<file path="src/design/lpd_pkg.sv">
// Purpose: Shared constants and carriers for the large page entry decoder
// Assumes: 64-bit entries, host width 39 (client) or 46 (server)
// Notes: Entry field positions and page sizes of the design live only here; the bench repeats them
package lpd_pkg;

    localparam int ENTRY_W = 64;
    localparam int HOST_W_CLIENT = 39;
    localparam int HOST_W_SERVER = 46;
    localparam int HOST_W_MAX = 46;
    localparam int LARGE_SHIFT = 21;
    localparam int MID_SHIFT = 16;
    localparam int TABLE_SHIFT = 12;
    localparam int BIT_PRESENT = 0;
    localparam int BIT_WRITABLE = 1;
    localparam int BIT_WR_THROUGH = 3;
    localparam int BIT_CACHE_DIS = 4;
    localparam int BIT_LARGE = 7;
    localparam int BIT_ATTR = 7;
    localparam int BIT_NULL = 9;
    localparam logic [HOST_W_MAX-1:0] ADDR_ZERO = '0;
    localparam logic [ENTRY_W-1:0] DATA_ZERO = '0;

    typedef enum logic [1:0] {
        LPD_KIND_DIR_LARGE = 2'h0,
        LPD_KIND_DIR_TABLE = 2'h1,
        LPD_KIND_LEAF_MID = 2'h2
    } lpd_kind_e;

    typedef enum logic [1:0] {
        LPD_RES_OK = 2'h0,
        LPD_RES_NULL = 2'h1,
        LPD_RES_FAULT = 2'h2,
        LPD_RES_DENIED = 2'h3
    } lpd_result_e;

    typedef struct packed {
        logic is_write;
        logic is_super;
        logic two_stage_translation_on;
        logic supervisor_write_protect_en;
        logic coherent_domain;
        lpd_kind_e kind;
        logic [HOST_W_MAX-1:0] in_addr;
    } lpd_req_s;

    typedef struct packed {
        lpd_result_e result;
        logic mem_access;
        logic guest_physical_location;
        logic attr_valid;
        logic [2:0] attr_index;
        logic [HOST_W_MAX-1:0] out_addr;
        logic [ENTRY_W-1:0] read_data;
    } lpd_resp_s;

endpackage : lpd_pkg

</file>
<file path="src/design/lpd_entry_decode.sv">
// Purpose: Decodes large page directory and 64KB leaf entries
// Assumes: Requester holds req stable only for its valid cycle
// Notes: One request per cycle, answer one cycle later, registered
`timescale 1ns/1ps
// Function
// - Large directory page base is entry bits host width minus one to 21.
// - With two-stage translation on, the address is a guest physical one.
// - Host width is 39 for client and 46 for server builds.
// - Large directory entry ignores high bits, 20:10, 8, 6:5 and 2.
// - Null page read makes no memory access, returns zeros, null completion.
// - Writes to a null page are dropped silently.
// - Bits 7, 4, 3 select memory type for coherent requesters.
// - Writable bit clear denies user writes.
// - Writable clear with supervisor protect also denies supervisor writes.
// - 64KB leaf page base is entry bits host width minus one to 16.
// - 64KB leaf entry ignores high bits, 15:10, 8, 6:5 and 2.
// - Table pointer gives 4KB-aligned address from host width minus one to 12.
module lpd_entry_decode #(
    parameter int HOST_W = lpd_pkg::HOST_W_CLIENT
) (
    input wire logic clock,
    input wire logic rst_n,
    input wire logic req_valid,
    input lpd_pkg::lpd_req_s req,
    input wire logic [lpd_pkg::ENTRY_W-1:0] entry,
    output logic resp_valid,
    output lpd_pkg::lpd_resp_s resp
);

    logic [lpd_pkg::HOST_W_MAX-1:0] base;
    logic [4:0] base_shift;
    logic present;
    logic writable;
    logic null_page;
    logic [2:0] attr_index;

    lpd_field_extract #(
        .HOST_W(HOST_W)
    ) u_extract (
        .entry(entry),
        .kind(req.kind),
        .base(base),
        .base_shift(base_shift),
        .present(present),
        .writable(writable),
        .null_page(null_page),
        .attr_index(attr_index)
    );

    // Offset bits pass below the page size and base bits above it; the
    // extractor has already cleared the base below the page size
    wire [lpd_pkg::HOST_W_MAX-1:0] joined;

    for (genvar i = 0; i < lpd_pkg::HOST_W_MAX; i++)
    begin : g_join
        wire below_page = i < base_shift;
        assign joined[i] = below_page ? req.in_addr[i] : base[i];
    end

    wire is_table = req.kind == lpd_pkg::LPD_KIND_DIR_TABLE;
    // Table pointer must stay 4KB aligned, no offset joined
    wire [lpd_pkg::HOST_W_MAX-1:0] final_addr =
        is_table ? base : joined;

    // Supervisor writes are only checked under protect; contexts of that
    // kind are not expected, so this path is a safety net
    wire write_denied = req.is_write && !writable &&
        (!req.is_super || req.supervisor_write_protect_en);
    wire fault = !present;
    wire is_null = present && null_page;
    wire granted = present && !null_page && !write_denied;
    // Attribute bits of a table pointer are ignored bits, never passed on
    wire attr_on = req.coherent_domain && !is_table;

    lpd_pkg::lpd_result_e result_d;

    always_comb
    begin
        if (fault)
        begin
            result_d = lpd_pkg::LPD_RES_FAULT;
        end
        else if (is_null)
        begin
            // Null page: no access; read gives zeros, write is dropped
            result_d = lpd_pkg::LPD_RES_NULL;
        end
        else if (write_denied)
        begin
            result_d = lpd_pkg::LPD_RES_DENIED;
        end
        else
        begin
            result_d = lpd_pkg::LPD_RES_OK;
        end
    end

    // Refused requests leave every field but the result at zero
    wire mem_access_d = granted;
    wire guest_d = granted && req.two_stage_translation_on;
    wire attr_valid_d = granted && attr_on;
    wire [2:0] attr_index_d = attr_valid_d ? attr_index : 3'h0;
    wire [lpd_pkg::HOST_W_MAX-1:0] out_addr_d =
        granted ? final_addr : lpd_pkg::ADDR_ZERO;

    logic valid_q;
    lpd_pkg::lpd_result_e result_q;
    logic mem_access_q;
    logic guest_q;
    logic attr_valid_q;
    logic [2:0] attr_index_q;
    logic [lpd_pkg::HOST_W_MAX-1:0] out_addr_q;
    logic [lpd_pkg::ENTRY_W-1:0] read_data_q;

    // Answer strobe follows every request by one cycle
    always_ff @(posedge clock)
    begin
        if (!rst_n)
        begin
            valid_q <= 1'b0;
        end
        else
        begin
            valid_q <= req_valid;
        end
    end

    // Answer fields hold until the next taken request
    always_ff @(posedge clock)
    begin
        if (!rst_n)
        begin
            result_q <= lpd_pkg::LPD_RES_OK;
        end
        else if (req_valid)
        begin
            result_q <= result_d;
        end
    end

    always_ff @(posedge clock)
    begin
        if (!rst_n)
        begin
            mem_access_q <= 1'b0;
        end
        else if (req_valid)
        begin
            mem_access_q <= mem_access_d;
        end
    end

    always_ff @(posedge clock)
    begin
        if (!rst_n)
        begin
            guest_q <= 1'b0;
        end
        else if (req_valid)
        begin
            guest_q <= guest_d;
        end
    end

    always_ff @(posedge clock)
    begin
        if (!rst_n)
        begin
            attr_valid_q <= 1'b0;
        end
        else if (req_valid)
        begin
            attr_valid_q <= attr_valid_d;
        end
    end

    always_ff @(posedge clock)
    begin
        if (!rst_n)
        begin
            attr_index_q <= 3'h0;
        end
        else if (req_valid)
        begin
            attr_index_q <= attr_index_d;
        end
    end

    always_ff @(posedge clock)
    begin
        if (!rst_n)
        begin
            out_addr_q <= lpd_pkg::ADDR_ZERO;
        end
        else if (req_valid)
        begin
            out_addr_q <= out_addr_d;
        end
    end

    always_ff @(posedge clock)
    begin
        if (!rst_n)
        begin
            read_data_q <= lpd_pkg::DATA_ZERO;
        end
        else if (req_valid)
        begin
            read_data_q <= lpd_pkg::DATA_ZERO;
        end
    end

    assign resp_valid = valid_q;
    assign resp = '{
        result: result_q,
        mem_access: mem_access_q,
        guest_physical_location: guest_q,
        attr_valid: attr_valid_q,
        attr_index: attr_index_q,
        out_addr: out_addr_q,
        read_data: read_data_q
    };

endmodule : lpd_entry_decode

</file>
<file path="src/design/lpd_field_extract.sv">
// Purpose: Pulls address and control fields out of one entry word
// Assumes: Entry arrives as one 64-bit little-endian word
// Notes: Purely combinational; bits outside the named fields are dropped
`timescale 1ns/1ps
module lpd_field_extract #(
    parameter int HOST_W = lpd_pkg::HOST_W_CLIENT
) (
    input wire logic [lpd_pkg::ENTRY_W-1:0] entry,
    input lpd_pkg::lpd_kind_e kind,
    output logic [lpd_pkg::HOST_W_MAX-1:0] base,
    output logic [4:0] base_shift,
    output logic present,
    output logic writable,
    output logic null_page,
    output logic [2:0] attr_index
);

    function automatic logic [lpd_pkg::HOST_W_MAX-1:0] mask_from(
        input logic [lpd_pkg::ENTRY_W-1:0] e,
        input int lo
    );
        logic [lpd_pkg::HOST_W_MAX-1:0] m;
        m = '0;
        for (int i = 0; i < lpd_pkg::HOST_W_MAX; i++)
        begin
            if (i >= lo && i < HOST_W)
                m[i] = e[i];
        end
        return m;
    endfunction : mask_from

    // Bits at or above host width never reach the address
    wire [lpd_pkg::HOST_W_MAX-1:0] base_large =
        mask_from(entry, lpd_pkg::LARGE_SHIFT);
    wire [lpd_pkg::HOST_W_MAX-1:0] base_mid =
        mask_from(entry, lpd_pkg::MID_SHIFT);
    wire [lpd_pkg::HOST_W_MAX-1:0] base_table =
        mask_from(entry, lpd_pkg::TABLE_SHIFT);

    assign base = (kind == lpd_pkg::LPD_KIND_DIR_LARGE) ? base_large :
        (kind == lpd_pkg::LPD_KIND_LEAF_MID) ? base_mid : base_table;
    assign base_shift = (kind == lpd_pkg::LPD_KIND_DIR_LARGE) ?
        5'(lpd_pkg::LARGE_SHIFT) :
        (kind == lpd_pkg::LPD_KIND_LEAF_MID) ? 5'(lpd_pkg::MID_SHIFT) :
        5'(lpd_pkg::TABLE_SHIFT);
    assign present = entry[lpd_pkg::BIT_PRESENT];
    assign writable = entry[lpd_pkg::BIT_WRITABLE];
    // Table pointers carry no null or attribute bits
    assign null_page = (kind != lpd_pkg::LPD_KIND_DIR_TABLE) &&
        entry[lpd_pkg::BIT_NULL];
    assign attr_index = {entry[lpd_pkg::BIT_ATTR],
        entry[lpd_pkg::BIT_CACHE_DIS],
        entry[lpd_pkg::BIT_WR_THROUGH]};

endmodule : lpd_field_extract

</file>
<file path="config.mk">
export PLATFORM = sky130hd
export DESIGN_NAME = lpd_entry_decode
export DESIGN_NICKNAME = d
export VERILOG_FILES = /design/src/design/lpd_pkg.sv /design/src/design/lpd_entry_decode.sv /design/src/design/lpd_field_extract.sv
export SDC_FILE = /design/constraint.sdc
export NUM_CORES = 1
export LEC_CHECK = 0
export ABC_AREA = 1
export BUFFER_PORTS_ARGS = -buffer_cell sky130_fd_sc_hd__buf_2
export CORE_AREA = 2 2 93 95
export CTS_CLUSTER_DIAMETER = 100
export DETAILED_ROUTE_END_ITERATION = 10
export DIE_AREA = 0 0 95 97
export GPL_TIMING_DRIVEN = 0
export PLACE_DENSITY = 0.8
export SYNTH_ARGS = -nofsm -noshare
export SYNTH_HDL_FRONTEND = slang
export SYNTH_SLANG_ARGS = --single-unit
</file>
<file path="constraint.sdc">
create_clock -name clock -period 1.9 [get_ports clock]
set_input_delay 0.38 -clock clock [delete_from_list [all_inputs] [get_ports clock]]
set_output_delay 0.38 -clock clock [all_outputs]
set_load 0.02 [all_outputs]
</file>
**Word level (Yosys, flattened, before mapping)**

Index checks and enable logic that the tools add are counted.
Widths: inputs -> output; s select.

- Input port bits: 120
- Bits in writable memories: 0
- Bits in latches: 0
- Memories: 0
- Output and inout port bits: 119
- ROM bits: 0
- Register bits: 55
- Logic and storage cells: 98

- Div/mod/pow operators: 0
- $lt $le $gt $ge: 31
- Multiplexer cells: 41
- Multiply operators: 0
- Eq/ne operators: 3
- Bitwise gates (word level): 0
- Shift operators: 0
- Reduce and logical (&&, ||, !) cells: 16
- Add/sub/neg operators: 0

Operators by type and width:

| cell | number |
|---|---|
| $lt 5x5->1 const A | 15 |
| $lt 4x5->1 const A | 8 |
| $mux 39 | 1 |
| $mux 1 | 31 |
| $mux 31 | 1 |
| $mux 21 | 1 |
| $lt 3x5->1 const A | 4 |
| $mux 16 | 1 |
| $lt 1x5->1 const A | 2 |
| $lt 2x5->1 const A | 2 |
| $mux 5 | 2 |
| $logic_and 1x1->1 | 9 |
| $mux 2 | 3 |
| $logic_not 1->1 | 5 |
| $mux 3 | 1 |
| $eq 2x1->1 const B | 1 |
| $eq 2x2->1 const B | 1 |
| $logic_not 2->1 | 1 |
| $ne 2x1->1 const B | 1 |
| $logic_or 1x1->1 | 1 |

**Longest topological paths before layout**

Gate-level depths: netlist of run 1.

- Depth after elaboration: 7
- Mapped depth: 6
- Mapped depth without buffers: 6

**Modules after synthesis**

Synthesis of run 1 repeated with hierarchy kept, for this count alone.

- Cells, all modules: 555
- Area total of the unflattened synthesis: 3722.3 µm²

Modules (own cells, without submodules):

| module | times used | cells each | area an instance (µm²) | seq. area each (µm²) |
|---|---|---|---|---|
| lpd_entry_decode | 1 | 485 | 3285.7 | 1101.1 |
| lpd_field_extract | 1 | 70 | 436.7 | 0.0 |

**Least setup slack after synthesis of run 1**

OpenSTA, ideal clock, no wires.

- Kind: input-to-reg
- Start: input req[49] (netlist name)
- End: register out_addr_q[12] (netlist name)
- Stages: 6
- Path slack: 0.676 ns
- Data arrival time: 1.154 ns
- Data required time: 1.830 ns
- Setup time: 0.070 ns
- Cells stage by stage: inv_1 -> nand2_1 -> nand2_1 -> clkbuf_1 -> nand3_1 -> a21oi_1

- Cells in the longest elaborated chain, start to end: 5

RTL lines:

| item | RTL line | RTL |
|---|---|---|
| from (decl) | lpd_entry_decode.sv:24 | `input lpd_pkg::lpd_req_s req,` |
| $logic_or 1x1->1 | lpd_entry_decode.sv:68 | `(!req.is_super \|\| req.supervisor_write_protect_en);` |
| $logic_and 1x1->1 | lpd_entry_decode.sv:67 | `wire write_denied = req.is_write && !writable &&` |
| $logic_not 1->1 | lpd_entry_decode.sv:71 | `wire granted = present && !null_page && !write_denied;` |
| $logic_and 1x1->1 | lpd_entry_decode.sv:71 |  |
| $mux 39 | lpd_entry_decode.sv:104 | `granted ? final_addr : lpd_pkg::ADDR_ZERO;` |
| to (signal assigned) | lpd_entry_decode.sv:193 | `out_addr_q <= lpd_pkg::ADDR_ZERO;` |
| to (signal assigned) | lpd_entry_decode.sv:197 | `out_addr_q <= out_addr_d;` |
| to (decl) | lpd_entry_decode.sv:112 | `logic [lpd_pkg::HOST_W_MAX-1:0] out_addr_q;` |

No other way between the ends.
A chain may end at the register's enable or synchronous reset.

**Final worst setup path of run 1**

- Start: input req[49] (netlist name)
- End: register out_addr_q[38] (netlist name)

Same word-level chain as after synthesis.

==> results.tsv, run 1 <==
metric	value	unit
first-pass GRT wire length	10.5	mm
Max Transition Viols Final	0	
post-CTS sizing	0	
pwr dens	624	nW/µm²
slew margin rel.	54.5	%
synth warn	0	
CTS tree	done	
area growth from synthesis to layout	42.0	%
initial detailed-routing violation count	56	
Reg area	961	µm²
most common cell after layout, fill and taps aside	buf_2	
design area	3520	µm²
filler instances	848	
clock-pin slew on the worst setup and hold paths	0.09	ns
synth unique cells	18	
Data required, critical path	2.13	ns
Peak Freq	713	MHz
Final Util	43.3	%
Core Rows	33	
run status	complete, no violations	
register bit count reported by yosys	48	
final setup violating endpoints	0	
# diodes	0	
Max IR drop VDD	0.265	mV
syn avg cell area	7.56	µm²
Sink Count	48	
Die Wd	95	µm
Final Skew	0	ns
Final Hold Viols	0	
CTS Hold Buffers Added	0	
minimum clock period	1.40	ns
GRT Total Usage	14.1	%
layout cells sized above 1	39.3	%
Final period util	73.8	%
largest net degree at the start of global routing	17	
antenna violations before repair	0	
Port Buffer Count	111	
Clock Latency Late Sink	0.30	ns
max_cap viols	0	
Synth Cell Area	2480	µm²
total negative slack	0	ns
Total Wirelength	6.80	mm
core region area	8130	µm²
Synth Instances	328	
GP Congestion	0.732	
critical path class	in -> reg	
DP HPWL	5.50	mm
DR DRC count	0	
post-route ant nets	0	
CTS root buf	clkbuf_8	
overall power	2200	µW
DP Area	3430	µm²
Hold Path Class	in -> reg	
number of global-route vias before repair	2334	
crit path capture type	flip-flop	
area of the multi-input gates	1100	µm²
wire length per cell	10.9	µm
buffer count from post-CTS setup fixing	0	
fin nets	636	
I/O pins	239	
TritonRoute pass-1 iters	4	
total CTS buffers	5	
RSZ-0062 raised after global routing	no	
H-tree levels	2	
CTS max path bufs	2	
critical-path maximum fanout	10	
Starting Density	30.5	%
die height	97	µm
Arr. time, crit path	1.63	ns
register area share after synthesis	38.7	%
Congestion Overflow GR	0	
leakage power figure	0.00187	µW
most frequent cells in the layout	buf_2, nand2_1, buf_4	
via count	2540	
crit start category	input pin	
vias per std cell	4.08	
die area	9220	µm²
measured slew at the worst slew-check pin	0.676	ns
[cells by family (layout without fill, tap and decap cells)]
group                  count (synthesis)  after routing  share of synthesized area (%)
AO/OA/AOI/OAI                         55             55                           11.6
buffers and inverters                100            219                           27.6
flip-flops                            48             48                           38.7
other                                  1             71                          0.151
AND/OR/NAND/NOR                      124            124                           21.9
[registers in the layout (all words and copies together), names as in the netlist]
register      flops
attr_valid_q      1
mem_access_q      1
resp_valid        1
guest_q           1
out_addr_q       39
attr_index_q      3
result_q          2
[worst max-delay path, cell delays in order]
cell,delay [ns]
buf_2,0.09
inv_1,0.04
nand2_1,0.06
nand2_1,0.31
clkbuf_1,0.46
nand3_1,0.15
a21oi_1,0.13
[per-layer routing]
layer / GRT usage (%) / vias up / part of all wire (%)
met5: 0 / - / 0
li1: - / 1310 / -
met2: 25.3 / 130 / 48
met4: 2.79 / 0 / 0.81
met1: 16.5 / 1094 / 41
met3: 3.97 / 6 / 9.7
[path summary, 6_finish.rpt]
kind | start | endpoint | slack [ns] | cells past startpoint
max reg2reg | result_q[1] | result_q[1] | 1.24 | 2
min reg2reg | out_addr_q[30] | out_addr_q[30] | 0.47 | 2
min | rst_n | resp_valid | 0.30 | 3
max | req[49] | out_addr_q[38] | 0.50 | 7
[where the power goes]
group	internal (µW)	leakage, µW	switching, µW
combinational	209	0.00144	323
clock	261	0.0000404	358
sequential	1030	0.000389	13.0
total	1500	0.00187	695
[area by class of cell]
class | instances | share of cell area, %
timing repair buffer | 111 | 15.8
tap | 105 | 3.73
clock inverter | 3 | 0.675
sequential | 48 | 27.3
buffer | 92 | 18.6
clock buffer | 5 | 1.95
inverter | 8 | 0.852
multi-input combinational | 250 | 31.2
[stage by stage]
| stage | instances | setup WS [ns] | hold slack (ns) |
|---|---|---|---|
| 2_1_floorplan | 398 | 0.676 | 0.446 |
| 3_3_place_gp | 614 | 0.141 | 0.449 |
| 3_5_place_dp | 614 | 0.134 | 0.454 |
| 4_1_cts | 622 | 0.451 | 0.299 |
| 5_1_grt | 622 | 0.310 | 0.312 |
| 6_report | 622 | 0.498 | 0.304 |
[cells in the mapped netlist]
| library cell | number | area share (%) |
|---|---|---|
| nand2_1 | 76 | 11 |
| buf_4 | 74 | 22 |
| dfxtp_1 | 48 | 39 |
| a21oi_1 | 47 | 9.5 |
| nand3_1 | 30 | 6.1 |
| nand4_1 | 15 | 3.8 |
| clkbuf_1 | 12 | 1.8 |
| o21ai_0 | 6 | 1.2 |
| inv_1 | 5 | 0.76 |
| buf_6 | 4 | 1.8 |
| inv_2 | 3 | 0.45 |
| nor2_1 | 2 | 0.30 |
| a21boi_0 | 1 | 0.30 |
| a21oi_4 | 1 | 0.66 |
| buf_1 | 1 | 0.15 |
| buf_2 | 1 | 0.20 |
| conb_1 | 1 | 0.15 |
| nand2_2 | 1 | 0.25 |
(Power assumes the default switching activity.)
==> inputs of run 2 (changes only) <==
--- a/config.mk
+++ b/config.mk
@@ -5,14 +5,14 @@
 export SDC_FILE = /design/constraint.sdc
 export NUM_CORES = 1
 export LEC_CHECK = 0
-export ABC_AREA = 1
+export ABC_AREA = 0
 export BUFFER_PORTS_ARGS = -buffer_cell sky130_fd_sc_hd__buf_2
-export CORE_AREA = 2 2 93 95
+export CORE_AREA = 2 2 94 96
 export CTS_CLUSTER_DIAMETER = 100
 export DETAILED_ROUTE_END_ITERATION = 10
-export DIE_AREA = 0 0 95 97
+export DIE_AREA = 0 0 96 98
 export GPL_TIMING_DRIVEN = 0
-export PLACE_DENSITY = 0.8
+export PLACE_DENSITY = 0.78
 export SYNTH_ARGS = -nofsm -noshare
 export SYNTH_HDL_FRONTEND = slang
 export SYNTH_SLANG_ARGS = --single-unit
==> constraint.sdc (replaced) <==
create_clock -name clock -period 1.15 [get_ports clock]
set_input_delay 0.23 -clock clock [delete_from_list [all_inputs] [get_ports clock]]
set_output_delay 0.23 -clock clock [all_outputs]
set_load 0.02 [all_outputs]
==> run 2 against run 1 <==
Compared with the run above: global-route usage is 3.5 points lower; register-to-register slack lost 0.84 ns; critical endpoint is now out_addr_q[2]; die area is 2.1% higher; the run now ends with negative setup slack left; worst hold slack lost 0.17 ns; clock skew unchanged; final cell count down 17%; clock power up 110%; utilization fell by 3.1 points; wire length is 21% lower; via count shrank 24%; largest power group unchanged.
==> results.tsv, run 2 <==
metric	value	unit	change
largest family of logic cells by synthesized area	buffers and inverters		
Worst R2R Start	attr_valid_q		
design area	3400	µm²	-3.4%
register area share after synthesis	42.8	%	+4.1 points
vias per std cell	3.72		-8.8%
R2R Setup Slk	0.40	ns	-0.84 ns
sequential power share	45.5	%	-2.1 points
Final period util	101	%	
number of global-route vias before repair	1815		-22%
CTS max path bufs	2		unchanged
Clock power frac	33.2	%	+5.0 points
I/O pins	239		unchanged
Largest register FFs	39		unchanged
leakage power figure	0.00192	µW	+2.7%
max_cap viols	0		unchanged
filler instances	846		-0.24%
largest net degree at the start of global routing	17		unchanged
failing checks	negative setup slack		
Logic pwr share	21.3	%	-2.9 points
critical path class	in -> reg		
Worst setup startpoint	req[52]		
TritonRoute pass-1 iters	4		unchanged
XOR/XNOR Fraction of Synth Area	0	%	unchanged
Arr. time, crit path	1.41	ns	-0.22 ns
Congestion Overflow GR	0		unchanged
clock-pin slew on the worst setup and hold paths	0.10	ns	about the same
Synth Cell Area	2240	µm²	-9.6%
Final Skew	0	ns	unchanged
simple logic cell fraction of the synthesized area	5.63	%	-16 points
final setup violating endpoints	1		+1
post-route ant nets	0		unchanged
die height	98	µm	+1.0%
Most used DFF post-synth	dfxtp_1		
register bit count reported by yosys	48		unchanged
Final Hold Viols	0		unchanged
synth unique cells	25		+7
asr flop ratio synth	0	%	unchanged
initial detailed-routing violation count	35		-38%
DR DRC count	0		unchanged
Port Buffer Count	110		-0.90%
critical-path maximum fanout	8		-2
count leader, synth	buf_4		
Clock Latency Late Sink	0.29	ns	about the same
Starting Density	26.5	%	-4.0 points
syn avg cell area	10.4	µm²	+37%
total CTS buffers	5		unchanged
Data required, critical path	1.40	ns	-0.73 ns
final worst slack	-0.00823	ns	-0.506 ns
GP Congestion	0.682		-6.8%
area growth from synthesis to layout	51.8	%	
Hold Path Class	in -> reg		
top cells by count, synth	buf_4, dfxtp_1, a22o_1		
CTS tree	done		
total negative slack	-0.00823	ns	-0.00823 ns
Finished Layout Cells	517		-17%
CTS Hold Buffers Added	0		unchanged
crit path capture type	flip-flop		
Core Rows	34		+3.0%
Final Util	40.2	%	-3.1 points
Max Transition Viols Final	0		unchanged
DP HPWL	4.27	mm	-22%
fin nets	528		-17%
Max IR drop VDD	0.466	mV	+76%
Net Switching	1070	µW	+55%
core region area	8470	µm²	+4.1%
slew margin rel.	63.9	%	+9.4 points
Synth Instances	216		-34%
Total Wirelength	5.39	mm	-21%
synth top area cells	dfxtp_1, buf_4, a22o_1, mux2i_1, o21ai_0		
internal power	2730	µW	+82%
area of the multi-input gates	910	µm²	-17%
# diodes	0		unchanged
measured slew at the worst slew-check pin	0.539	ns	-0.137 ns
biggest regs	out_addr_q: 39 flops, attr_index_q: 3 flops, result_q: 2 flops		
Reg area	965	µm²	+0.39%
reg-to-reg endpoint	attr_valid_q		
via count	1925		-24%
Compound-Gate Fraction of Synth Area	18.5	%	+6.8 points
GRT Total Usage	10.6	%	-3.5 points
Post-synth EDFFs	0		unchanged
Post-Synth Adder-Cell Area	0	%	unchanged
multiplexer share of the synthesized area	4.02	%	+4.0 points
crit start category	input pin		
DP Area	3200	µm²	-6.7%
WHS Endpoint	out_addr_q[0]		
R2R cell count	2		unchanged
pwr dens	1120	nW/µm²	+79%
worst slack, placed	-0.453	ns	-0.587 ns
H-tree levels	2		unchanged
layout cells sized above 1	52.8	%	+14 points
first-pass GRT wire length	7.89	mm	-25%
post-synth top area cell	dfxtp_1		
minimum clock period	1.16	ns	
RSZ-0062 raised after global routing	yes		
placed instance count	504		-18%
most common cell after layout, fill and taps aside	buf_2		
antenna violations before repair	0		unchanged
Sink Count	48		unchanged
CTS root buf	clkbuf_8		
run status	finished with violations		
most frequent cells in the layout	buf_2, buf_4, conb_1		
Yosys top cell area share	42.8	%	+4.1 points
Die Wd	96	µm	+1.1%
worst hold start	req[0]		
Peak Freq	863	MHz	
Switching Fraction	28.2	%	-3.4 points
largest register by flop count	out_addr_q		
synth warn	0		unchanged
hold depth	2		-1
wire length per cell	10.4	µm	-4.6%
die area	9410	µm²	+2.1%
## run 2: layout make-up
cell class / instances / share of cell area, %
plain buffers: 82 / 18.5
clock buffers: 5 / 2.02
clock inverters: 3 / 1.36
inverters: 1 / 0.110
multi-input cells: 153 / 26.7
flip-flops and latches: 48 / 28.3
well taps: 108 / 3.97
repair buffers: 117 / 19.0
## run 2: worst max path at each step
stage	endpoint	slack [ns]	cells past startpoint
global route	out_addr_q[10]	-0.05	6
floorplan	out_addr_q[10]	-0.08	6
CTS	out_addr_q[34]	-0.0001	7
finish	out_addr_q[2]	-0.008	6
global placement	out_addr_q[32]	-0.46	5
detailed placement	guest_q	-0.45	5
## run 2: per-layer routing
layer | vias to the layer above | track usage, % | part of all wire (%)
met5 | - | 0 | 0
met4 | 0 | 3.19 | 1.1
met3 | 7 | 3.24 | 10
met2 | 111 | 20.0 | 49
met1 | 823 | 10.8 | 39
li1 | 984 | - | -
## run 2: critical path: stages
cell and delay, ns:
buf_2 0.10, nor2b_4 0.13, a221oi_4 0.34, and3_4 0.32, clkbuf_16 0.16, a22o_1 0.12
## run 2: power groups by stage
stage | Sequential, µW | Combinational [µW] | Clock [µW]
6_report | 1730 | 811 | 1270
3_3_place_gp | 1770 | 775 | 0
3_5_place_dp | 1770 | 782 | 0
2_1_floorplan | 1820 | 532 | 0
4_1_cts | 1730 | 784 | 1340
5_1_grt | 1740 | 877 | 1390
## run 2: timing repair
item | CTS | global route
pin swaps | 0 | 4
setup buffers | 0 | 6
endpoints found under the hold margin | 0 | 0
resized for setup | 3 | 13
gates cloned | 0 | 1
setup endpoints to repair | 30 | 33
## run 2: kinds of logic (layout without fill, tap and decap cells)
| group | after synthesis | in the layout |
|---|---|---|
| other | 1 | 71 |
| multiplexers | 9 | 9 |
| AND/OR/NAND/NOR | 23 | 23 |
| AO/OA/AOI/OAI | 50 | 50 |
| flip-flops | 48 | 48 |
| buffers and inverters | 85 | 208 |
## run 2: through the flow
step	total power, µW	hold WS [ns]
after floorplan	2350	0.348
after global placement	2540	0.431
after detailed placement	2550	0.442
after CTS	3860	0.118
after global routing	4010	0.124
final	3810	0.133
==> inputs of run 3 (changes only) <==
--- a/config.mk
+++ b/config.mk
@@ -7,12 +7,13 @@
 export LEC_CHECK = 0
 export ABC_AREA = 0
 export BUFFER_PORTS_ARGS = -buffer_cell sky130_fd_sc_hd__buf_2
-export CORE_AREA = 2 2 94 96
+export CORE_ASPECT_RATIO = 2
+export CORE_MARGIN = 8
+export CORE_UTILIZATION = 31
 export CTS_CLUSTER_DIAMETER = 100
 export DETAILED_ROUTE_END_ITERATION = 10
-export DIE_AREA = 0 0 96 98
 export GPL_TIMING_DRIVEN = 0
-export PLACE_DENSITY = 0.78
+export PLACE_DENSITY = 0.87
 export SYNTH_ARGS = -nofsm -noshare
 export SYNTH_HDL_FRONTEND = slang
 export SYNTH_SLANG_ARGS = --single-unit
==> run 3 against run 2 <==
Compared with the run above: the flow still finishes with violations (negative setup slack); worst hold slack improved by 0.022 ns; die area grew 10%; non-clock buffer count up 3; register-to-register slack gained 0.05 ns; flip-flop and latch count stayed put; via count rose by 2.6%.
==> results.tsv, run 3 (synthesis gave the netlist of run 2 again) <==
metric	value	unit	change
run status	finished with violations		
failing checks	negative setup slack		
area of the multi-input gates	905	µm²	-0.55%
Max Transition Viols Final	0		unchanged
number of global-route vias before repair	2033		+12%
clock-pin slew on the worst setup and hold paths	0.06	ns	-0.04 ns
R2R Setup Slk	0.45	ns	+0.05 ns
H-tree levels	2		unchanged
final setup violating endpoints	8		+7
worst hold margin	0.155	ns	+0.0219 ns
max_cap viols	0		unchanged
wire length per cell	13.2	µm	+26%
first-pass GRT wire length	9.85	mm	+25%
met2 Track Usage GR	17.3	%	-2.7 points
die area	10400	µm²	+10%
WHS Endpoint	out_addr_q[6]		
pwr dens	1250	nW/µm²	+12%
core region area	7160	µm²	-15%
filler instances	673		-20%
hold depth	2		unchanged
worst hold start	req[6]		
GR Layer Usage met3	7.09	%	+3.8 points
Final Hold Viols	0		unchanged
Sink Count	48		unchanged
DR DRC count	0		unchanged
Hold Path Class	in -> reg		
Core Rows	44		+29%
minimum clock period	1.19	ns	+0.0352 ns
RSZ-0062 raised after global routing	yes		
critical path class	in -> reg		
fin nets	531		+0.57%
I/O pins	239		unchanged
CTS max path bufs	2		unchanged
CTS root buf	clkbuf_16		
GRT Total Usage	11.6	%	+1.0 points
Starting Density	31.3	%	+4.8 points
Final period util	104	%	+3.1 points
Die Wd	76.2	µm	-21%
layout cells sized above 1	52.1	%	-0.74 points
DP HPWL	5.28	mm	+23%
Worst R2R Start	result_q[0]		
DP Area	3180	µm²	-0.63%
biggest regs	out_addr_q: 39 flops, attr_index_q: 3 flops, result_q: 2 flops		
antenna violations before repair	0		unchanged
most frequent cells in the layout	buf_2, buf_4, conb_1		
Port Buffer Count	110		unchanged
design area	3500	µm²	+2.8%
measured slew at the worst slew-check pin	0.559	ns	+0.0201 ns
vias per std cell	3.93		+5.5%
leakage power figure	0.00198	µW	+3.2%
largest net degree at the start of global routing	15		-2
Arr. time, crit path	1.42	ns	about the same
final worst slack	-0.0434	ns	-0.0352 ns
post-route ant nets	0		unchanged
initial detailed-routing violation count	33		-5.7%
Final Skew	0	ns	unchanged
crit path capture type	flip-flop		
via count	1976		+2.6%
critical-path maximum fanout	8		unchanged
largest register by flop count	out_addr_q		
most common cell after layout, fill and taps aside	buf_2		
TritonRoute pass-1 iters	4		unchanged
Congestion Overflow GR	0		unchanged
Reg area	961	µm²	-0.39%
Peak Freq	838	MHz	-2.9%
Data required, critical path	1.37	ns	-0.03 ns
M1 GR Usage	13.3	%	+2.5 points
Clock Latency Late Sink	0.28	ns	about the same
total CTS buffers	5		unchanged
total negative slack	-0.171	ns	-0.163 ns
area growth from synthesis to layout	56.1	%	
Worst setup startpoint	req[49]		
GP Congestion	0.781		+15%
slew margin rel.	62.6	%	-1.3 points
CTS tree	done		
reg-to-reg endpoint	result_q[0]		
Max IR drop VDD	0.568	mV	+22%
# diodes	0		unchanged
die height	136	µm	+39%
crit start category	input pin		
R2R cell count	3		+1
most used routing layer	met2		
Largest register FFs	39		unchanged
Total Wirelength	6.62	mm	+23%
-- run 3: changes by cell type in the layout (fill, tap and decap cells not counted) --
cell	before	now
and3_1	0	1
and3_4	1	0
buf_12	1	2
buf_2	107	109
buf_4	80	77
buf_6	4	6
bufinv_16	1	2
clkbuf_16	1	7
clkbuf_8	5	0
clkinvlp_4	1	0
dfxtp_1	45	48
dfxtp_2	3	0
inv_6	1	0
-- run 3: worst max path at each step --
stage / slack [ns] / end / cells after the start
global placement: -0.40 / out_addr_q[34] / 5
CTS: -0.009 / out_addr_q[38] / 7
detailed placement: -0.43 / out_addr_q[11] / 5
floorplan: -0.08 / out_addr_q[10] / 6
finish: -0.04 / out_addr_q[10] / 7
global route: -0.10 / out_addr_q[10] / 7
-- run 3: report_power, final --
group / switching, µW / internal [µW] / leakage (µW)
clock: 587 / 1230 / 0.0000899
sequential: 22.0 / 1710 / 0.000390
combinational: 458 / 376 / 0.00150
total: 1070 / 3320 / 0.00198
-- run 3: critical path, cell delays in order --
cell       delay [ns]
buf_6            0.09
nand2b_4         0.15
a221oi_4         0.31
and3_1           0.21
buf_6            0.15
clkbuf_16        0.15
a22o_1           0.12
-- run 3: per-layer routing --
layer | share of wire, % | vias up
met3 | 14 | 7
li1 | - | 987
met2 | 44 | 150
met5 | 0 | -
met4 | 1.1 | 0
met1 | 41 | 832
-- run 3: cell type report --
cell class | count | area share (%)
plain buffers | 84 | 18.9
clock buffers | 5 | 3.57
clock inverters | 2 | 1.72
inverters | 1 | 0.107
multi-input cells | 153 | 25.8
flip-flops and latches | 48 | 27.4
well taps | 92 | 3.29
repair buffers | 118 | 19.1
-- run 3: timing repair --
item / in CTS / in global routing
pin swaps: 0 / 10
gates resized for setup: 5 / 8
cloned: 0 / 2
setup buffers: 2 / 4
setup endpoints to repair: 32 / 42
hold buffers: 0 / 0
-- run 3: metrics by stage --
| step | util, % | instances | total power (µW) | setup slack (ns) |
|---|---|---|---|---|
| 4_1_cts | 47.5 | 497 | 4390 | -0.00931 |
| 3_3_place_gp | 44.4 | 488 | 2550 | -0.399 |
| 2_1_floorplan | - | 286 | 2350 | -0.0830 |
| 5_1_grt | 48.9 | 503 | 4590 | -0.102 |
| 6_report | 48.9 | 503 | 4390 | -0.0434 |
| 3_5_place_dp | 44.4 | 488 | 2550 | -0.427 |
